### src/wdrul_pkg.sv
`default_nettype none
package wdrul_pkg;

  // register indices; byte address on apb is four times the index
  localparam logic [11:0] IDX_UNLOCK  = 12'hFF0;  // write: unlock port, read: reset status
  localparam logic [11:0] IDX_UPPER   = 12'hFF1;  // reload bits 23:16
  localparam logic [11:0] IDX_MIDDLE  = 12'hFF2;  // reload bits 15:8
  localparam logic [11:0] IDX_LOW     = 12'hFF3;  // reload bits 7:0
  localparam logic [11:0] IDX_CTRL    = 12'hFF4;  // enable, response option, lock view
  localparam logic [11:0] IDX_STATUS  = 12'hFF5;  // sticky events, cleared by read
  localparam logic [11:0] IDX_MASK    = 12'hFF6;  // interrupt mask, same layout

  // unlock code bytes
  localparam logic [7:0] UNLOCK_FIRST  = 8'h55;
  localparam logic [7:0] UNLOCK_SECOND = 8'hAA;

  // reload reset values
  localparam logic [7:0] RST_UPPER  = 8'h00;
  localparam logic [7:0] RST_MIDDLE = 8'h04;
  localparam logic [7:0] RST_LOW    = 8'h00;

  // counter thresholds
  localparam logic [23:0] CNT_ZERO       = 24'h000000;
  localparam logic [23:0] CNT_NO_REFRESH = 24'h000002;
  localparam logic [23:0] CNT_WRAP       = 24'hFFFFFF;

  // control register fields
  localparam int CTRL_ENABLE   = 0;  // 1 starts the counter
  localparam int CTRL_RESP_IRQ = 1;  // 1 interrupt, 0 system reset
  localparam int CTRL_UNLOCKED = 4;  // read only: reload bytes writable

  // status and mask fields
  localparam int ST_TIMEOUT = 0;  // counter reached zero under interrupt response
  localparam int ST_RELOAD  = 1;  // reload sequence completed
  localparam int ST_WIDTH   = 2;

  // reset status field shown at the unlock address
  localparam int RSTAT_WDT = 7;

  // timing: bus clock and watchdog oscillator rate
  localparam int CLK_HZ     = 25_000_000;
  localparam int OSC_HZ     = 10_000;
  localparam int TICK_DIV   = CLK_HZ / OSC_HZ;  // bus cycles per watchdog tick

  // reload value carried as three bytes
  typedef struct packed {
    logic [7:0] upper;
    logic [7:0] middle;
    logic [7:0] low;
  } wdrul_reload_t;

  // lock sequencer
  typedef enum logic [2:0] {
    LK_LOCKED,
    LK_GOT_FIRST,
    LK_WANT_UPPER,
    LK_WANT_MIDDLE,
    LK_WANT_LOW
  } wdrul_lock_t;

endpackage : wdrul_pkg
`default_nettype wire

### src/wdrul_counter.sv
`timescale 1ns/100ps
`default_nettype none
module wdrul_counter
  import wdrul_pkg::*;
(
  input  wire logic          pclk,
  input  wire logic          presetn,
  input  wire logic          tick,        // one watchdog oscillator period
  input  wire logic          running,     // counter enabled
  input  wire logic          load,        // copy reload value in
  input  wire wdrul_reload_t reload,
  input  wire logic          resp_irq,    // time-out response option
  output logic      [23:0]   count,
  output logic               timeout      // one-cycle pulse
);

  // down counter; load has priority over a tick in the same cycle
  always_ff @(posedge pclk or negedge presetn) begin
    if (!presetn) begin
      count <= CNT_WRAP;
    end else if (load) begin
      count <= reload;
    end else if (running && tick) begin
      if (count == CNT_ZERO) begin
        // interrupt response keeps running from the top, not the reload
        count <= resp_irq ? CNT_WRAP : reload;
      end else begin
        count <= count - 24'h000001;
      end
    end
  end

  // time-out fires on the tick that leaves zero
  always_ff @(posedge pclk or negedge presetn) begin
    if (!presetn) begin
      timeout <= 1'b0;
    end else begin
      timeout <= running && tick && !load && (count == CNT_ZERO);
    end
  end

endmodule : wdrul_counter
`default_nettype wire

### src/wdrul_top.sv
`timescale 1ns/100ps
`default_nettype none
module wdrul_top
  import wdrul_pkg::*;
#(
  parameter int TICK_CYCLES = TICK_DIV  // bus cycles per watchdog tick
) (
  input  wire logic        pclk,
  input  wire logic        presetn,
  input  wire logic        psel,
  input  wire logic        penable,
  input  wire logic        pwrite,
  input  wire logic [31:0] paddr,
  input  wire logic [31:0] pwdata,
  output logic             pready,
  output logic      [31:0] prdata,
  output logic             pslverr,
  input  wire logic        watchdog_refresh_instruction,  // one-cycle pulse from core
  output logic             irq,                           // level interrupt
  output logic             system_reset_req                // one-cycle pulse
);

  // divider width; one spare value so the terminal count always fits
  localparam int TW = $clog2(TICK_CYCLES + 1);

  // register state
  // software-visible flops live here; the counter module stays a plain
  // datapath so its timing can be checked without any bus in the way
  wdrul_reload_t reload;        // reload bytes
  wdrul_lock_t   lock_state;    // unlock sequencer
  logic          ctrl_enable;   // software enable
  logic          timeout_response_option; // 1 interrupt, 0 reset
  logic [ST_WIDTH-1:0] status;  // sticky events
  logic [ST_WIDTH-1:0] mask;    // interrupt enables
  logic          reset_flag;    // reset status: watchdog timed out
  logic          running;       // counter active
  logic [TW-1:0] prescale;      // oscillator period divider
  logic          tick;          // one watchdog tick

  // counter view
  // count is read back live through the reload byte addresses, so the
  // bytes software reads are the current count, not the reload bytes it wrote
  logic [23:0]   count;
  logic          timeout;
  logic          load;

  // bus decode
  // all strobes derive from one index so that adding a register means
  // one compare here and one arm in the read mux
  logic [11:0]   idx;           // register index
  logic          in_map;        // address hits a register
  logic          access;        // access cycle completing this edge
  logic          wr_done;       // write takes effect this edge
  logic          rd_done;       // read data captured this edge
  logic [31:0]   rdata;         // combinational read mux
  logic          wr_unlock;
  logic          wr_upper;
  logic          wr_middle;
  logic          wr_low;
  logic          reload_done;   // sequence finished with low byte

  // word aligned index; low two bits ignored
  // anything above the index field must be zero, otherwise the access is
  // refused with pslverr rather than aliased onto the register block
  assign idx     = paddr[13:2];
  assign in_map  = (paddr[31:14] == 18'h00000) &&
                   (idx >= IDX_UNLOCK) && (idx <= IDX_MASK);
  assign access  = psel && penable && pready;
  assign wr_done = access && pwrite && in_map;
  // read side effects act where prdata is captured: a flag set between
  // capture and answer would otherwise be cleared without being reported
  assign rd_done = psel && penable && !pready && !pwrite && in_map;

  // per-register write strobes
  // each strobe is already qualified by the access edge, so every
  // consumer below can use it without looking at the handshake again
  assign wr_unlock = wr_done && (idx == IDX_UNLOCK);
  assign wr_upper  = wr_done && (idx == IDX_UPPER);
  assign wr_middle = wr_done && (idx == IDX_MIDDLE);
  assign wr_low    = wr_done && (idx == IDX_LOW);
  assign reload_done = wr_low && (lock_state == LK_WANT_LOW);

  // apb handshake: one wait state so prdata can come from a flop
  // the cost is one extra cycle per access; in exchange every bus
  // output comes straight from a flop and no read path reaches a pin
  // through logic
  always_ff @(posedge pclk or negedge presetn) begin
    if (!presetn) begin
      pready <= 1'b0;
    end else if (psel && penable && !pready) begin
      pready <= 1'b1;  // answer on second access cycle
    end else begin
      pready <= 1'b0;
    end
  end

  // read mux; the unlock port never reflects its own write data
  // unused bits read as zero; the reload addresses show the live count,
  // which software must not mistake for the reload value it stored
  always_comb begin
    rdata = 32'h00000000;
    unique case (idx)
      IDX_UNLOCK: rdata[RSTAT_WDT] = reset_flag;
      IDX_UPPER:  rdata[7:0] = count[23:16];
      IDX_MIDDLE: rdata[7:0] = count[15:8];
      IDX_LOW:    rdata[7:0] = count[7:0];
      IDX_CTRL: begin
        rdata[CTRL_ENABLE]   = ctrl_enable;
        rdata[CTRL_RESP_IRQ] = timeout_response_option;
        rdata[CTRL_UNLOCKED] = (lock_state == LK_WANT_UPPER) ||
                               (lock_state == LK_WANT_MIDDLE) ||
                               (lock_state == LK_WANT_LOW);
      end
      IDX_STATUS: rdata[ST_WIDTH-1:0] = status;
      IDX_MASK:   rdata[ST_WIDTH-1:0] = mask;
      default:    rdata = 32'h00000000;
    endcase
  end

  // read data and error captured as the answer is raised
  // prdata returns to zero outside the answer cycle, so a stale word
  // can never be mistaken for a fresh read
  always_ff @(posedge pclk or negedge presetn) begin
    if (!presetn) begin
      prdata  <= 32'h00000000;
      pslverr <= 1'b0;
    end else if (psel && penable && !pready) begin
      prdata  <= (!pwrite && in_map) ? rdata : 32'h00000000;
      pslverr <= !in_map;  // unmapped address
    end else begin
      prdata  <= 32'h00000000;
      pslverr <= 1'b0;
    end
  end

  // lock sequencer; any other write breaks the sequence
  // reads leave it alone, so software may poll status mid-sequence;
  // writes to unmapped addresses never reach it either, since they
  // are refused before any strobe is raised
  always_ff @(posedge pclk or negedge presetn) begin
    if (!presetn) begin
      lock_state <= LK_LOCKED;
    end else if (wr_done) begin
      unique case (lock_state)
        LK_LOCKED: begin
          if (wr_unlock && pwdata[7:0] == UNLOCK_FIRST) begin
            lock_state <= LK_GOT_FIRST;
          end
        end
        LK_GOT_FIRST: begin
          if (wr_unlock && pwdata[7:0] == UNLOCK_SECOND) begin
            lock_state <= LK_WANT_UPPER;
          end else if (wr_unlock && pwdata[7:0] == UNLOCK_FIRST) begin
            lock_state <= LK_GOT_FIRST;  // repeated first byte restarts
          end else begin
            lock_state <= LK_LOCKED;
          end
        end
        LK_WANT_UPPER: begin
          lock_state <= wr_upper ? LK_WANT_MIDDLE : LK_LOCKED;
        end
        LK_WANT_MIDDLE: begin
          lock_state <= wr_middle ? LK_WANT_LOW : LK_LOCKED;
        end
        LK_WANT_LOW: begin
          lock_state <= LK_LOCKED;
        end
        default: begin
          lock_state <= LK_LOCKED;  // unused codes fall back to locked
        end
      endcase
    end
  end

  // reload bytes; writes land only in the sequence position they belong to
  // a byte written out of turn is dropped, not stored for later, so a
  // stray write can never change the time-out period on its own
  always_ff @(posedge pclk or negedge presetn) begin
    if (!presetn) begin
      reload.upper  <= RST_UPPER;
      reload.middle <= RST_MIDDLE;
      reload.low    <= RST_LOW;
    end else begin
      if (wr_upper && lock_state == LK_WANT_UPPER) begin
        reload.upper <= pwdata[7:0];
      end
      if (wr_middle && lock_state == LK_WANT_MIDDLE) begin
        reload.middle <= pwdata[7:0];
      end
      if (reload_done) begin
        reload.low <= pwdata[7:0];
      end
    end
  end

  // control register; the unlock port has no stored bits to disturb
  // kept at its own address so that unlock writes cannot reach it;
  // the lock view bit is read only and has no flop here
  always_ff @(posedge pclk or negedge presetn) begin
    if (!presetn) begin
      ctrl_enable             <= 1'b0;
      timeout_response_option <= 1'b0;
    end else if (wr_done && idx == IDX_CTRL) begin
      ctrl_enable             <= pwdata[CTRL_ENABLE];
      timeout_response_option <= pwdata[CTRL_RESP_IRQ];
    end
  end  // wr_unlock reaches only the sequencer

  // mask register
  // same layout as status; masking hides an event from irq only, the
  // sticky bit is still set and readable
  always_ff @(posedge pclk or negedge presetn) begin
    if (!presetn) begin
      mask <= '0;
    end else if (wr_done && idx == IDX_MASK) begin
      mask <= pwdata[ST_WIDTH-1:0];
    end
  end

  // sticky events; a new event in the clearing cycle survives the clear
  // the clear acts on the edge that captures the read data, so the
  // word software sees and the bits cleared are one snapshot
  always_ff @(posedge pclk or negedge presetn) begin
    if (!presetn) begin
      status <= '0;
    end else begin
      for (int i = 0; i < ST_WIDTH; i++) begin
        if (rd_done && idx == IDX_STATUS) begin
          status[i] <= 1'b0;
        end
      end
      if (timeout && timeout_response_option) begin
        status[ST_TIMEOUT] <= 1'b1;
      end
      if (reload_done) begin
        status[ST_RELOAD] <= 1'b1;
      end
    end
  end

  // reset status flag, cleared by reading the shared unlock address
  // set on every time-out, whatever the response, so software can tell
  // after a restart that the watchdog was the cause
  always_ff @(posedge pclk or negedge presetn) begin
    if (!presetn) begin
      reset_flag <= 1'b0;
    end else if (timeout) begin
      reset_flag <= 1'b1;  // set beats the read clear
    end else if (rd_done && idx == IDX_UNLOCK) begin
      reset_flag <= 1'b0;
    end
  end

  // interrupt output from a flop, one cycle after the cause
  // a level, not a pulse: it stays high until software reads status
  // or clears the mask bit, so a late handler still sees it
  always_ff @(posedge pclk or negedge presetn) begin
    if (!presetn) begin
      irq <= 1'b0;
    end else begin
      irq <= |(status & mask);
    end
  end

  // reset response drives a one-cycle request to the system
  // the reset itself is applied elsewhere; this block only asks for it,
  // and keeps counting from the reload value in case nobody listens
  always_ff @(posedge pclk or negedge presetn) begin
    if (!presetn) begin
      system_reset_req <= 1'b0;
    end else begin
      system_reset_req <= timeout && !timeout_response_option;
    end
  end

  // run flag: software enable or the first refresh instruction starts it
  // there is no way to stop it again short of reset, so a runaway
  // program cannot switch the watchdog off; the price is that a test
  // harness must reset the block to stop it
  always_ff @(posedge pclk or negedge presetn) begin
    if (!presetn) begin
      running <= 1'b0;
    end else if (ctrl_enable || watchdog_refresh_instruction) begin
      running <= 1'b1;  // once on, it stays on until reset
    end
  end

  // first start and refresh both load; late refreshes are dropped
  // so a time-out at most three ticks away cannot be dodged; a reload
  // below four would leave almost no window for a refresh at all,
  // which is why software must keep it at four or more
  assign load = (!running && (ctrl_enable || watchdog_refresh_instruction)) ||
                (running && watchdog_refresh_instruction &&
                 (count > CNT_NO_REFRESH));

  // divider stands in for the slow watchdog oscillator
  // held at zero while stopped so the first tick after a start comes a
  // full period later; the divider keeps its phase across a refresh
  always_ff @(posedge pclk or negedge presetn) begin
    if (!presetn) begin
      prescale <= '0;
      tick     <= 1'b0;
    end else if (!running || prescale == TW'(TICK_CYCLES - 1)) begin
      prescale <= '0;
      tick     <= running;
    end else begin
      prescale <= prescale + TW'(1);
      tick     <= 1'b0;
    end
  end

  // the down counter itself; reload bytes concatenate upper first
  // load and tick meet inside; load wins, so a refresh on a tick edge
  // simply restarts the count from the full reload value
  wdrul_counter u_counter (
    .pclk     (pclk),
    .presetn  (presetn),
    .tick     (tick),
    .running  (running),
    .load     (load),
    .reload   (reload),
    .resp_irq (timeout_response_option),
    .count    (count),
    .timeout  (timeout)
  );

endmodule : wdrul_top
`default_nettype wire
### config.mk
export PLATFORM = sky130hd
export DESIGN_NAME = wdrul_top
export DESIGN_NICKNAME = d
export VERILOG_FILES = /design/src/wdrul_pkg.sv /design/src/wdrul_counter.sv /design/src/wdrul_top.sv
export SDC_FILE = /design/constraint.sdc
export NUM_CORES = 1
export LEC_CHECK = 0
export BUFFER_PORTS_ARGS = -buffer_cell sky130_fd_sc_hd__buf_2
export CAP_MARGIN = 20
export CORE_MARGIN = 4
export CORE_UTILIZATION = 50
export DETAILED_ROUTE_END_ITERATION = 10
export PLACE_DENSITY = 0.74
export SYNTH_ARGS = -nofsm -noshare
export SYNTH_HDL_FRONTEND = slang
export SYNTH_HIERARCHICAL = 1
export SYNTH_SLANG_ARGS = --single-unit
export TNS_END_PERCENT = 100
### constraint.sdc
create_clock -name pclk -period 3.25 [get_ports pclk]
set_input_delay 0.8125 -clock pclk [delete_from_list [all_inputs] [get_ports pclk]]
set_output_delay 0.8125 -clock pclk [all_outputs]
set_load 0.02 [all_outputs]
After elaboration in Yosys (flattened, before gate mapping)
Cells that the tools add are included.
W data, S select, Z words.

storage, ports and cells
  register bits = 109
  input bits = 70
  logic and storage cells = 118

operators by class
  $add $sub $neg = 2
  $lt $le $gt $ge = 3
  equal/unequal tests = 15
  multiplexer cells = 26
  bitwise operators = 1
  reduce and logical (&&, ||, !) cells = 51

operator list
  operator                 count
  $eq A12 B12 Y1 const B   8
  $mux W24                 4
  $logic_and A1 B1 Y1      31
  $gt A24 B2 Y1 const B    1
  $logic_not A24 Y1        1
  $sub A24 B1 Y24 const B  1
  $logic_not A18 Y1        1
  $mux W8                  2
  $add A12 B1 Y12 const B  1
  $ge A12 B12 Y1 const B   1
  $le A12 B12 Y1 const B   1
  $mux W12                 1
  $pmux W2 S3              2
  $pmux W2 S6              1
  $pmux W3 S4              1
  $mux W1                  9
  $eq A8 B7 Y1 const B     1
  $eq A8 B8 Y1 const B     1
  $pmux W1 S4              2
  $reduce_bool A2 Y1       4
  $eq A3 B2 Y1 const B     2
  $logic_not A1 Y1         6
  $mux W3                  2
  $logic_or A1 B1 Y1       5
  other kinds (8)          9

Depth between registers and ports, before layout
Gate-level depths: netlist of the first run.

  word-level depth = 9
  depth in mapped cells = 8
  mapped depth without buffers = 8

Cells and area by module
Netlist of the first run, hierarchy kept.

modules (own cells, without submodules)
  module         instances  cells an instance  area an instance (µm²)  sequential area each (µm²)
  wdrul_top      1          274                3,065.4                 1,502.7
  wdrul_counter  1          215                1,871.8                 655.6

Least setup slack after synthesis of the first run
Ideal clock, no wire load.

  path type = in2reg
  start point = input paddr[23]
  end point = register, netlist name reload[12]
  data arrival time = 2.155 ns
  slack = 0.967 ns
  stages = 6
  buffers on the path = 1
  cell sequence = nor4_1 > and3_1 > and4_1 > buf_4 > nand4_4 > mux2_1

between the ends
  word-level cells in the longest chain between the ends = 6

ends and longest elaborated chain
  element              RTL line          source
  start, declared      wdrul_top.sv:13   input wire logic [31:0] paddr,
  $logic_not A18 Y1    wdrul_top.sv:66   assign in_map = (paddr[31:14] == 18'h00000) &&
  $logic_and A1 B1 Y1  wdrul_top.sv:66
  $logic_and A1 B1 Y1  wdrul_top.sv:67   (idx >= IDX_UNLOCK) && (idx <= IDX_MASK);
  $logic_and A1 B1 Y1  wdrul_top.sv:69   assign wr_done = access && pwrite && in_map;
  $logic_and A1 B1 Y1  wdrul_top.sv:79   assign wr_middle = wr_done && (idx == IDX_MIDDLE);
  $logic_and A1 B1 Y1  wdrul_top.sv:187  if (wr_middle && lock_state == LK_WANT_MIDDLE) begin

Every way passes these cells.
A chain may end at the register's enable or synchronous reset.

Worst setup path after layout of the first run
  start point = register u_counter.count[5]
  end point = register u_counter.count[18]

between the ends
  word-level cells in the longest chain between the ends = 4
  elaborated cells between the ends (all ways) = 9
  those cells by class = add/sub (1); order compare (1); mux (3); reduce/logical (4)

ends and longest elaborated chain
  element                                         RTL line             source
  start, declared                                 wdrul_counter.sv:13  output logic [23:0] count,
  start signal, assigned                          wdrul_counter.sv:22  count <= reload;
  start signal, assigned                          wdrul_counter.sv:26  count <= resp_irq ? CNT_WRAP : reload;
  start signal, assigned                          wdrul_counter.sv:28  count <= count - 24'h000001;
  $gt A24 B2 Y1 (*)                               wdrul_top.sv:294     (count > CNT_NO_REFRESH));
  $logic_and A1 B1 Y1 (*)                         wdrul_top.sv:293     (running && watchdog_refresh_instruction &&
  $logic_or A1 B1 Y1 (*)                          wdrul_top.sv:292     assign load = (!running && (ctrl_enable || watchdog_refresh_instruction)) ||
  named net load                                  wdrul_top.sv:45      logic load;
  $mux W24 or $reduce_bool A2 Y1 (tied branches)  -

Mark *: on every way through the listed nets, which the timed path passes. The rest lies on a longest branch. The select of a mux whose other input is x is not followed.

==> results_dict.tcl, run 1 <==
set metrics [dict create \
    synth_edf_count 0 \
    tns_ns 0 \
    syn-cell-area_um2 4940 \
    io_pins 106 \
    final_nets 616 \
    power.leakage_nw 2.40 \
    ir_drop_v 0.000245 \
    cts_buffer_depth 2 \
    cp-start-kind "flop" \
    synth.distinct_cells 72 \
    clkPwrFrac_pct 33.7 \
    power_density_nw_per_um2 400 \
    setup_viol 0 \
    maxCapViolations 0 \
    gp_congestion 0.944 \
    viasPerCell 6.00 \
    max_freq_mhz 377 \
    crit_path_end_kind "flop" \
    final_cell_mix "nor2_1, dfrtp_1, buf_2, mux2_2, nand2_1" \
    cp.arrival_ns 2.93 \
    use_met3_pct 3.48 \
    final_common_cell "nor2_1" \
    detailedPlace.worstSlack_ns 0.502 \
    synth.ff_latch_count 85 \
    p_sw_uw 658 \
    power_frac_seq_pct 53.3 \
    wirelength_mm 12.8 \
    ys_seq_area_share_pct 43.7 \
    fin_crit_sh_pct 81.6 \
    htreeDepth 3 \
    die_h_um 107 \
    cts_hold_buf 0 \
    start_util_pct 51.0 \
    antenna_found_initial 0 \
    tritoncts "built" \
    dr.pass1.iters 5 \
    drcViolationCount 0 \
    grtUsageTotal_pct 22.3 \
    finalWorstSetupSlack_ns 0.598 \
    vias 4083 \
    min_period_ns 2.65 \
    dp_hpwl_mm 9.25 \
    grt_overflow 0 \
    status "finished clean" \
    die_area_um2 11500 \
    antenna_cells 0 \
    rsz0062_at_grt "false" \
    worst_slew_pin_slew_ns 0.966 \
    ant_nets 0 \
    swShare_pct 30.2 \
    critPathMaxStageDelay_ns 0.69 \
    use_met2_pct 36.0 \
    synthArstFlopShare_pct 100 \
    finClkSkew_ns 0.0129 \
    synthCells 489 \
    wl_per_cell_um 18.8 \
    cts_resized 0 \
    die_x_um 107 \
    drt-initial-drc-count 493 \
    avgSynthCellArea_um2 10.1 \
    post_route_cells_drive_above_1_share_pct 29.0 \
    pwr-share-comb_pct 12.9 \
    clk_latency_ns 0.36 \
    coreArea_um2 9680 \
    report.final.slew_viol_count 0 \
    maxSlewHeadroom_pct 35.6 \
    worstSetupPathType "flop to flop" \
    grt_max_degree 79 \
    root_buffer "clkbuf_8" \
    path_clk_slew_ns 0.09 \
    crit_chain "nor4_1, nand4_1, o21ai_0, a21oi_2, inv_1, o41ai_1, a311oi_1, a211oi_1" \
    hold_slack_ns 0.496 \
    top_usage_layer "met2" \
    path_max_fanout 17 \
    hold_class "flop to flop" \
    grt_pass1_wl_mm 20.0 \
    syn2layout_area_growth_pct 10.4 \
    crit_required_ns 3.52 \
    cts.sink_count 85 \
    cts_setup_buffers 0 \
    grt_pass1_vias 3857 \
    met1_usage_pct 31.3 \
    cts_buffers 9 \
    port_buffers 55 \
    p_int_mw 1.52 \
    rows 36 \
    finalHoldViolations 0 \
    cp_slowest_cell "a21oi_2" \
    synth_ff_type "dfrtp_1" \
    yosysWarningCount 6 \
]
-- registers in the layout (all words and copies together) (netlist names) --
| name | flops |
|---|---|
| reload | 24 |
| u_counter/count | 24 |
| prescale | 12 |
| prdata | 8 |
| lock_state | 3 |
| mask | 2 |
| status | 2 |
| ctrl_enable | 1 |
| irq | 1 |
| pready | 1 |
| pslverr | 1 |
| reset_flag | 1 |
| running | 1 |
| system_reset_req | 1 |
| tick | 1 |
| timeout_response_option | 1 |
| u_counter/timeout | 1 |
-- critical path: cells and delay by family (launching register included) --
family	cells	cell delay [ns]
AND/OR/NAND/NOR	2	0.18
AO/OA/AOI/OAI	5	1.35
flip-flops	1	0.65
buffers and inverters	1	0.38
-- stage by stage --
stage / cells / instance area [um2] / util, % / total power [mW]
4_1_cts: 681 / 5450 / 56.3 / 2.20
3_3_place_gp: 665 / 5260 / 54.3 / 1.45
3_5_place_dp: 665 / 5260 / 54.3 / 1.46
6_report: 681 / 5450 / 56.3 / 2.18
2_1_floorplan: 512 / 5020 / - / 1.36
5_1_grt: 681 / 5450 / 56.3 / 2.27
-- worst paths after layout --
check	from	end	slack [ns]	depth (start not counted)
max	u_counter/count[5]$_DFFE_PN1P_	u_counter/count[18]$_DFFE_PN1P_	0.60	8
max in group asynchronous	presetn	u_counter/count[2]$_DFFE_PN1P_	1.89	2
min in group asynchronous	presetn	prescale[6]$_DFF_PN0_	0.60	1
min reg2reg	prescale[0]$_DFF_PN0_	prescale[0]$_DFF_PN0_	0.50	1
min	prescale[0]$_DFF_PN0_	prescale[0]$_DFF_PN0_	0.50	1
max reg2reg	u_counter/count[5]$_DFFE_PN1P_	u_counter/count[18]$_DFFE_PN1P_	0.60	8
-- power groups by stage --
stage / logic [mW] / registers (mW) / clock network, mW
global route: 0.307 / 1.17 / 0.798
CTS: 0.279 / 1.16 / 0.756
finish: 0.282 / 1.16 / 0.735
floorplan: 0.206 / 1.16 / 0
detailed placement: 0.277 / 1.18 / 0
global placement: 0.275 / 1.18 / 0
-- metal layers --
metal	routed length, um	vias to the layer above
met5	0	-
met4	214	0
met3	1010	24
met2	6210	198
met1	5340	1971
li1	-	1890
-- area by class of cell --
type | instances | area [um2]
fillers | 856 | 4230
multi-input cells | 376 | 2570
flip-flops and latches | 85 | 2160
repair buffers | 62 | 330
well taps | 133 | 166
clock buffers | 10 | 138
clock inverters | 6 | 55.1
inverters | 9 | 33.8
-- cells by family (layout without fill, tap and decap cells) --
logic type                 after synthesis  in the layout  synth area share, %
AOI/OAI and AO/OA                       86             86                 12.4
xor gates and xnor gates                14             14                 2.48
adders and majority gates                3              3                0.760
buffers and inverters                   51             87                 6.06
DFF                                     85             85                 43.7
muxes                                   43             43                 9.88
other                                    1             24               0.0760
and+or+nand+nor                        206            206                 24.6
-- synthesized netlist by cell type, types with 3 or more instances --
cell type  instances  share of area [%]
ha_1               3               0.76
a211oi_1           7                1.1
xnor2_1            6                1.1
dfrtp_1           60                 30
mux2_2            32                7.3
nand3_1           13                1.3
nor4_1            13                1.6
and2_1             3               0.38
nand2_1           26                2.0
mux2i_1            6                1.2
buf_2              5               0.51
a21oi_1           21                2.1
inv_1              9               0.68
xor2_1             8                1.4
a22oi_1            4               0.61
nor4_2             7                1.8
dfstp_2           25                 13
o21ai_0           17                1.7
nand4_1           10                1.3
o32ai_1            5               0.89
o211ai_1           3               0.46
clkbuf_1          11               0.84
nor3_1            18                1.8
a311oi_1           3               0.53
and4_1             5               0.89
a221oi_1           3               0.53
nand4b_1           3               0.53
or4_1              6               0.91
nor2b_1            6               0.76
buf_4             25                3.8
and3_1            11                1.4
nor2_1            61                4.6
mux2_1             4               0.91
Power figures use the tool's default switching activity.
==> run 2, diff against run 1 <==
--- a/config.mk
+++ b/config.mk
@@ -10,7 +10,7 @@
 export CORE_MARGIN = 4
 export CORE_UTILIZATION = 50
 export DETAILED_ROUTE_END_ITERATION = 10
-export PLACE_DENSITY = 0.74
+export PLACE_DENSITY = 0.77
 export SYNTH_ARGS = -nofsm -noshare
 export SYNTH_HDL_FRONTEND = slang
 export SYNTH_HIERARCHICAL = 1
==> constraint.sdc (replaced) <==
create_clock -name pclk -period 2.12 [get_ports pclk]
set_input_delay 0.53 -clock pclk [delete_from_list [all_inputs] [get_ports pclk]]
set_output_delay 0.53 -clock pclk [all_outputs]
set_load 0.02 [all_outputs]
==> run 2 against run 1 <==
Effect of this change: the flow now finishes with violations (setup timing); sequential power grew 52%; combinational power grew 150%; cell count grew 13%; total power grew 74%; non-clock buffer count grew 88; sequential share of layout area shrank 6.2 points; die area is the same; register-to-register slack lost 0.73 ns; utilization grew 10 points; clock power grew 81%; global-route usage grew 2.8 points; largest cell class unchanged; largest power group unchanged; highest routed layer unchanged.
==> results_dict.tcl, run 2 (synthesized netlist as in run 1, its figures left out) <==
set metrics [dict create \
    path_max_fanout 5 \
    die_x_um 107 \
    final_nets 704 \
    dp_hpwl_mm 11.0 \
    use_met3_pct 4.08 \
    dr.pass1.iters 5 \
    dp_cells 736 \
    crit_path_end_kind "flop" \
    die_h_um 107 \
    die_area_um2 11500 \
    report.final.slew_viol_count 0 \
    vias 4696 \
    gp_congestion 1.05 \
    start_util_pct 51.0 \
    cp.arrival_ns 2.54 \
    syn2layout_area_growth_pct 30.8 \
    cp-start-kind "flop" \
    fin_crit_sh_pct 106 \
    maxCapViolations 0 \
    finalHoldViolations 0 \
    worstSetupPathType "flop to flop" \
    crit_required_ns 2.41 \
    path_clk_slew_ns 0.09 \
    grt_pass1_wl_mm 22.6 \
    cts_buffers 9 \
    ant_nets 0 \
    ir_drop_v 0.000417 \
    grt_pass1_vias 4377 \
    max_freq_mhz 443 \
    detailedPlace.worstSlack_ns -0.195 \
    post_route_cells_drive_above_1_share_pct 44.2 \
    final_common_cell "buf_4" \
    antenna_found_initial 0 \
    use_met2_pct 40.5 \
    r2r-end "u_counter/count[2]$_DFFE_PN1P_" \
    antenna_cells 0 \
    grt_overflow 0 \
    top_usage_layer "met2" \
    grtUsageTotal_pct 25.1 \
    cts.sink_count 85 \
    maxSlewHeadroom_pct 59.7 \
    coreArea_um2 9680 \
    viasPerCell 6.11 \
    violations "setup timing" \
    finClkSkew_ns 0.0123 \
    tritoncts "built" \
    final_cell_mix "buf_4, dfrtp_1, nor2_1, buf_2, mux2_2" \
    clk_latency_ns 0.36 \
    root_buffer "clkbuf_8" \
    worst-r2r-setup-slack_ns -0.14 \
    min_period_ns 2.26 \
    rsz0062_at_grt "true" \
    nFillCells 736 \
    reg2reg_from "u_counter/count[4]$_DFFE_PN1P_" \
    io_pins 106 \
    finalWorstSetupSlack_ns -0.135 \
    setup_viol 9 \
    met1_usage_pct 35.3 \
    drcViolationCount 0 \
    worst_slew_pin_slew_ns 0.603 \
    hold_class "input port to asynchronous set/reset pin" \
    status "finished, violations left" \
    wl_per_cell_um 19.4 \
    wirelength_mm 14.9 \
    reg_top3 "reload: 24 flops, u_counter/count: 24 flops, prescale: 12 flops" \
    grt_max_degree 41 \
    drt-initial-drc-count 423 \
    reg2reg_depth 6 \
    power_density_nw_per_um2 587 \
    cts_buffer_depth 2 \
    htreeDepth 3 \
    power.leakage_nw 2.92 \
    stdcell_count 769 \
    port_buffers 55 \
    rows 36 \
]
run 2: report_power, final:
part / leakage (nW) / internal (mW) / switching (mW)
clock: 0.113 / 0.706 / 0.626
combinational: 1.75 / 0.313 / 0.388
sequential: 1.06 / 1.69 / 0.0686
run 2: worst max path at each step:
stage	to	from	cells past startpoint
2_1_floorplan	u_counter/count[14]$_DFFE_PN1P_	u_counter/count[0]$_DFFE_PN1P_	8
3_3_place_gp	reload[12]$_DFFE_PN0N_	paddr[23]	6
3_5_place_dp	reload[12]$_DFFE_PN0N_	paddr[22]	6
4_1_cts	u_counter/count[9]$_DFFE_PN1P_	u_counter/count[1]$_DFFE_PN1P_	8
5_1_grt	u_counter/count[9]$_DFFE_PN1P_	u_counter/count[0]$_DFFE_PN1P_	8
6_report	u_counter/count[2]$_DFFE_PN1P_	u_counter/count[4]$_DFFE_PN1P_	6
run 2: what timing repair did:
action,4_1_cts,5_1_grt
endpoints found under the setup margin,19,21
endpoints found under the hold margin,0,0
pin swaps,9,20
setup buffers,5,11
gates resized for setup,21,39
hold buffers,0,0
cloned,1,0
run 2: metal layers:
metal | up-vias | part of all wire (%)
met4 | 0 | 2.3
met2 | 245 | 48
met1 | 2341 | 41
li1 | 2068 | -
met5 | - | 0
met3 | 42 | 8.2
run 2: area by class of cell:
class / count / area [um2] / share of cell area, %
Sequential cell: 85 / 2160 / 33.4
Multi-Input combinational cell: 376 / 2800 / 43.3
Inverter: 9 / 42.5 / 0.659
Clock buffer: 10 / 138 / 2.13
Timing Repair Buffer: 150 / 1060 / 16.5
Clock inverter: 6 / 93.8 / 1.45
Tap cell: 133 / 166 / 2.58
run 2: metrics by stage:
step | utilization [%] | hold slack, ns | TNS, ns | area [um2] | total power, mW
final | 66.7 | 0.0684 | -0.332 | 6460 | 3.79
after global routing | 66.7 | 0.0735 | -1.10 | 6460 | 3.93
after CTS | 63.8 | 0.0693 | -0.000565 | 6180 | 3.71
after detailed placement | 60.2 | 0.460 | -4.58 | 5830 | 2.37
after global placement | 60.2 | 0.451 | -2.69 | 5830 | 2.35
after floorplan | - | 0.234 | 0 | 5030 | 2.09
run 2: worst max-delay path, stage by stage (launching register included):
cell and delay (ns):
dfstp_2 0.42, or4_4 0.57, nor3_4 0.38, nand3_4 0.20, buf_4 0.20, o31ai_1 0.29, o21ai_1 0.12
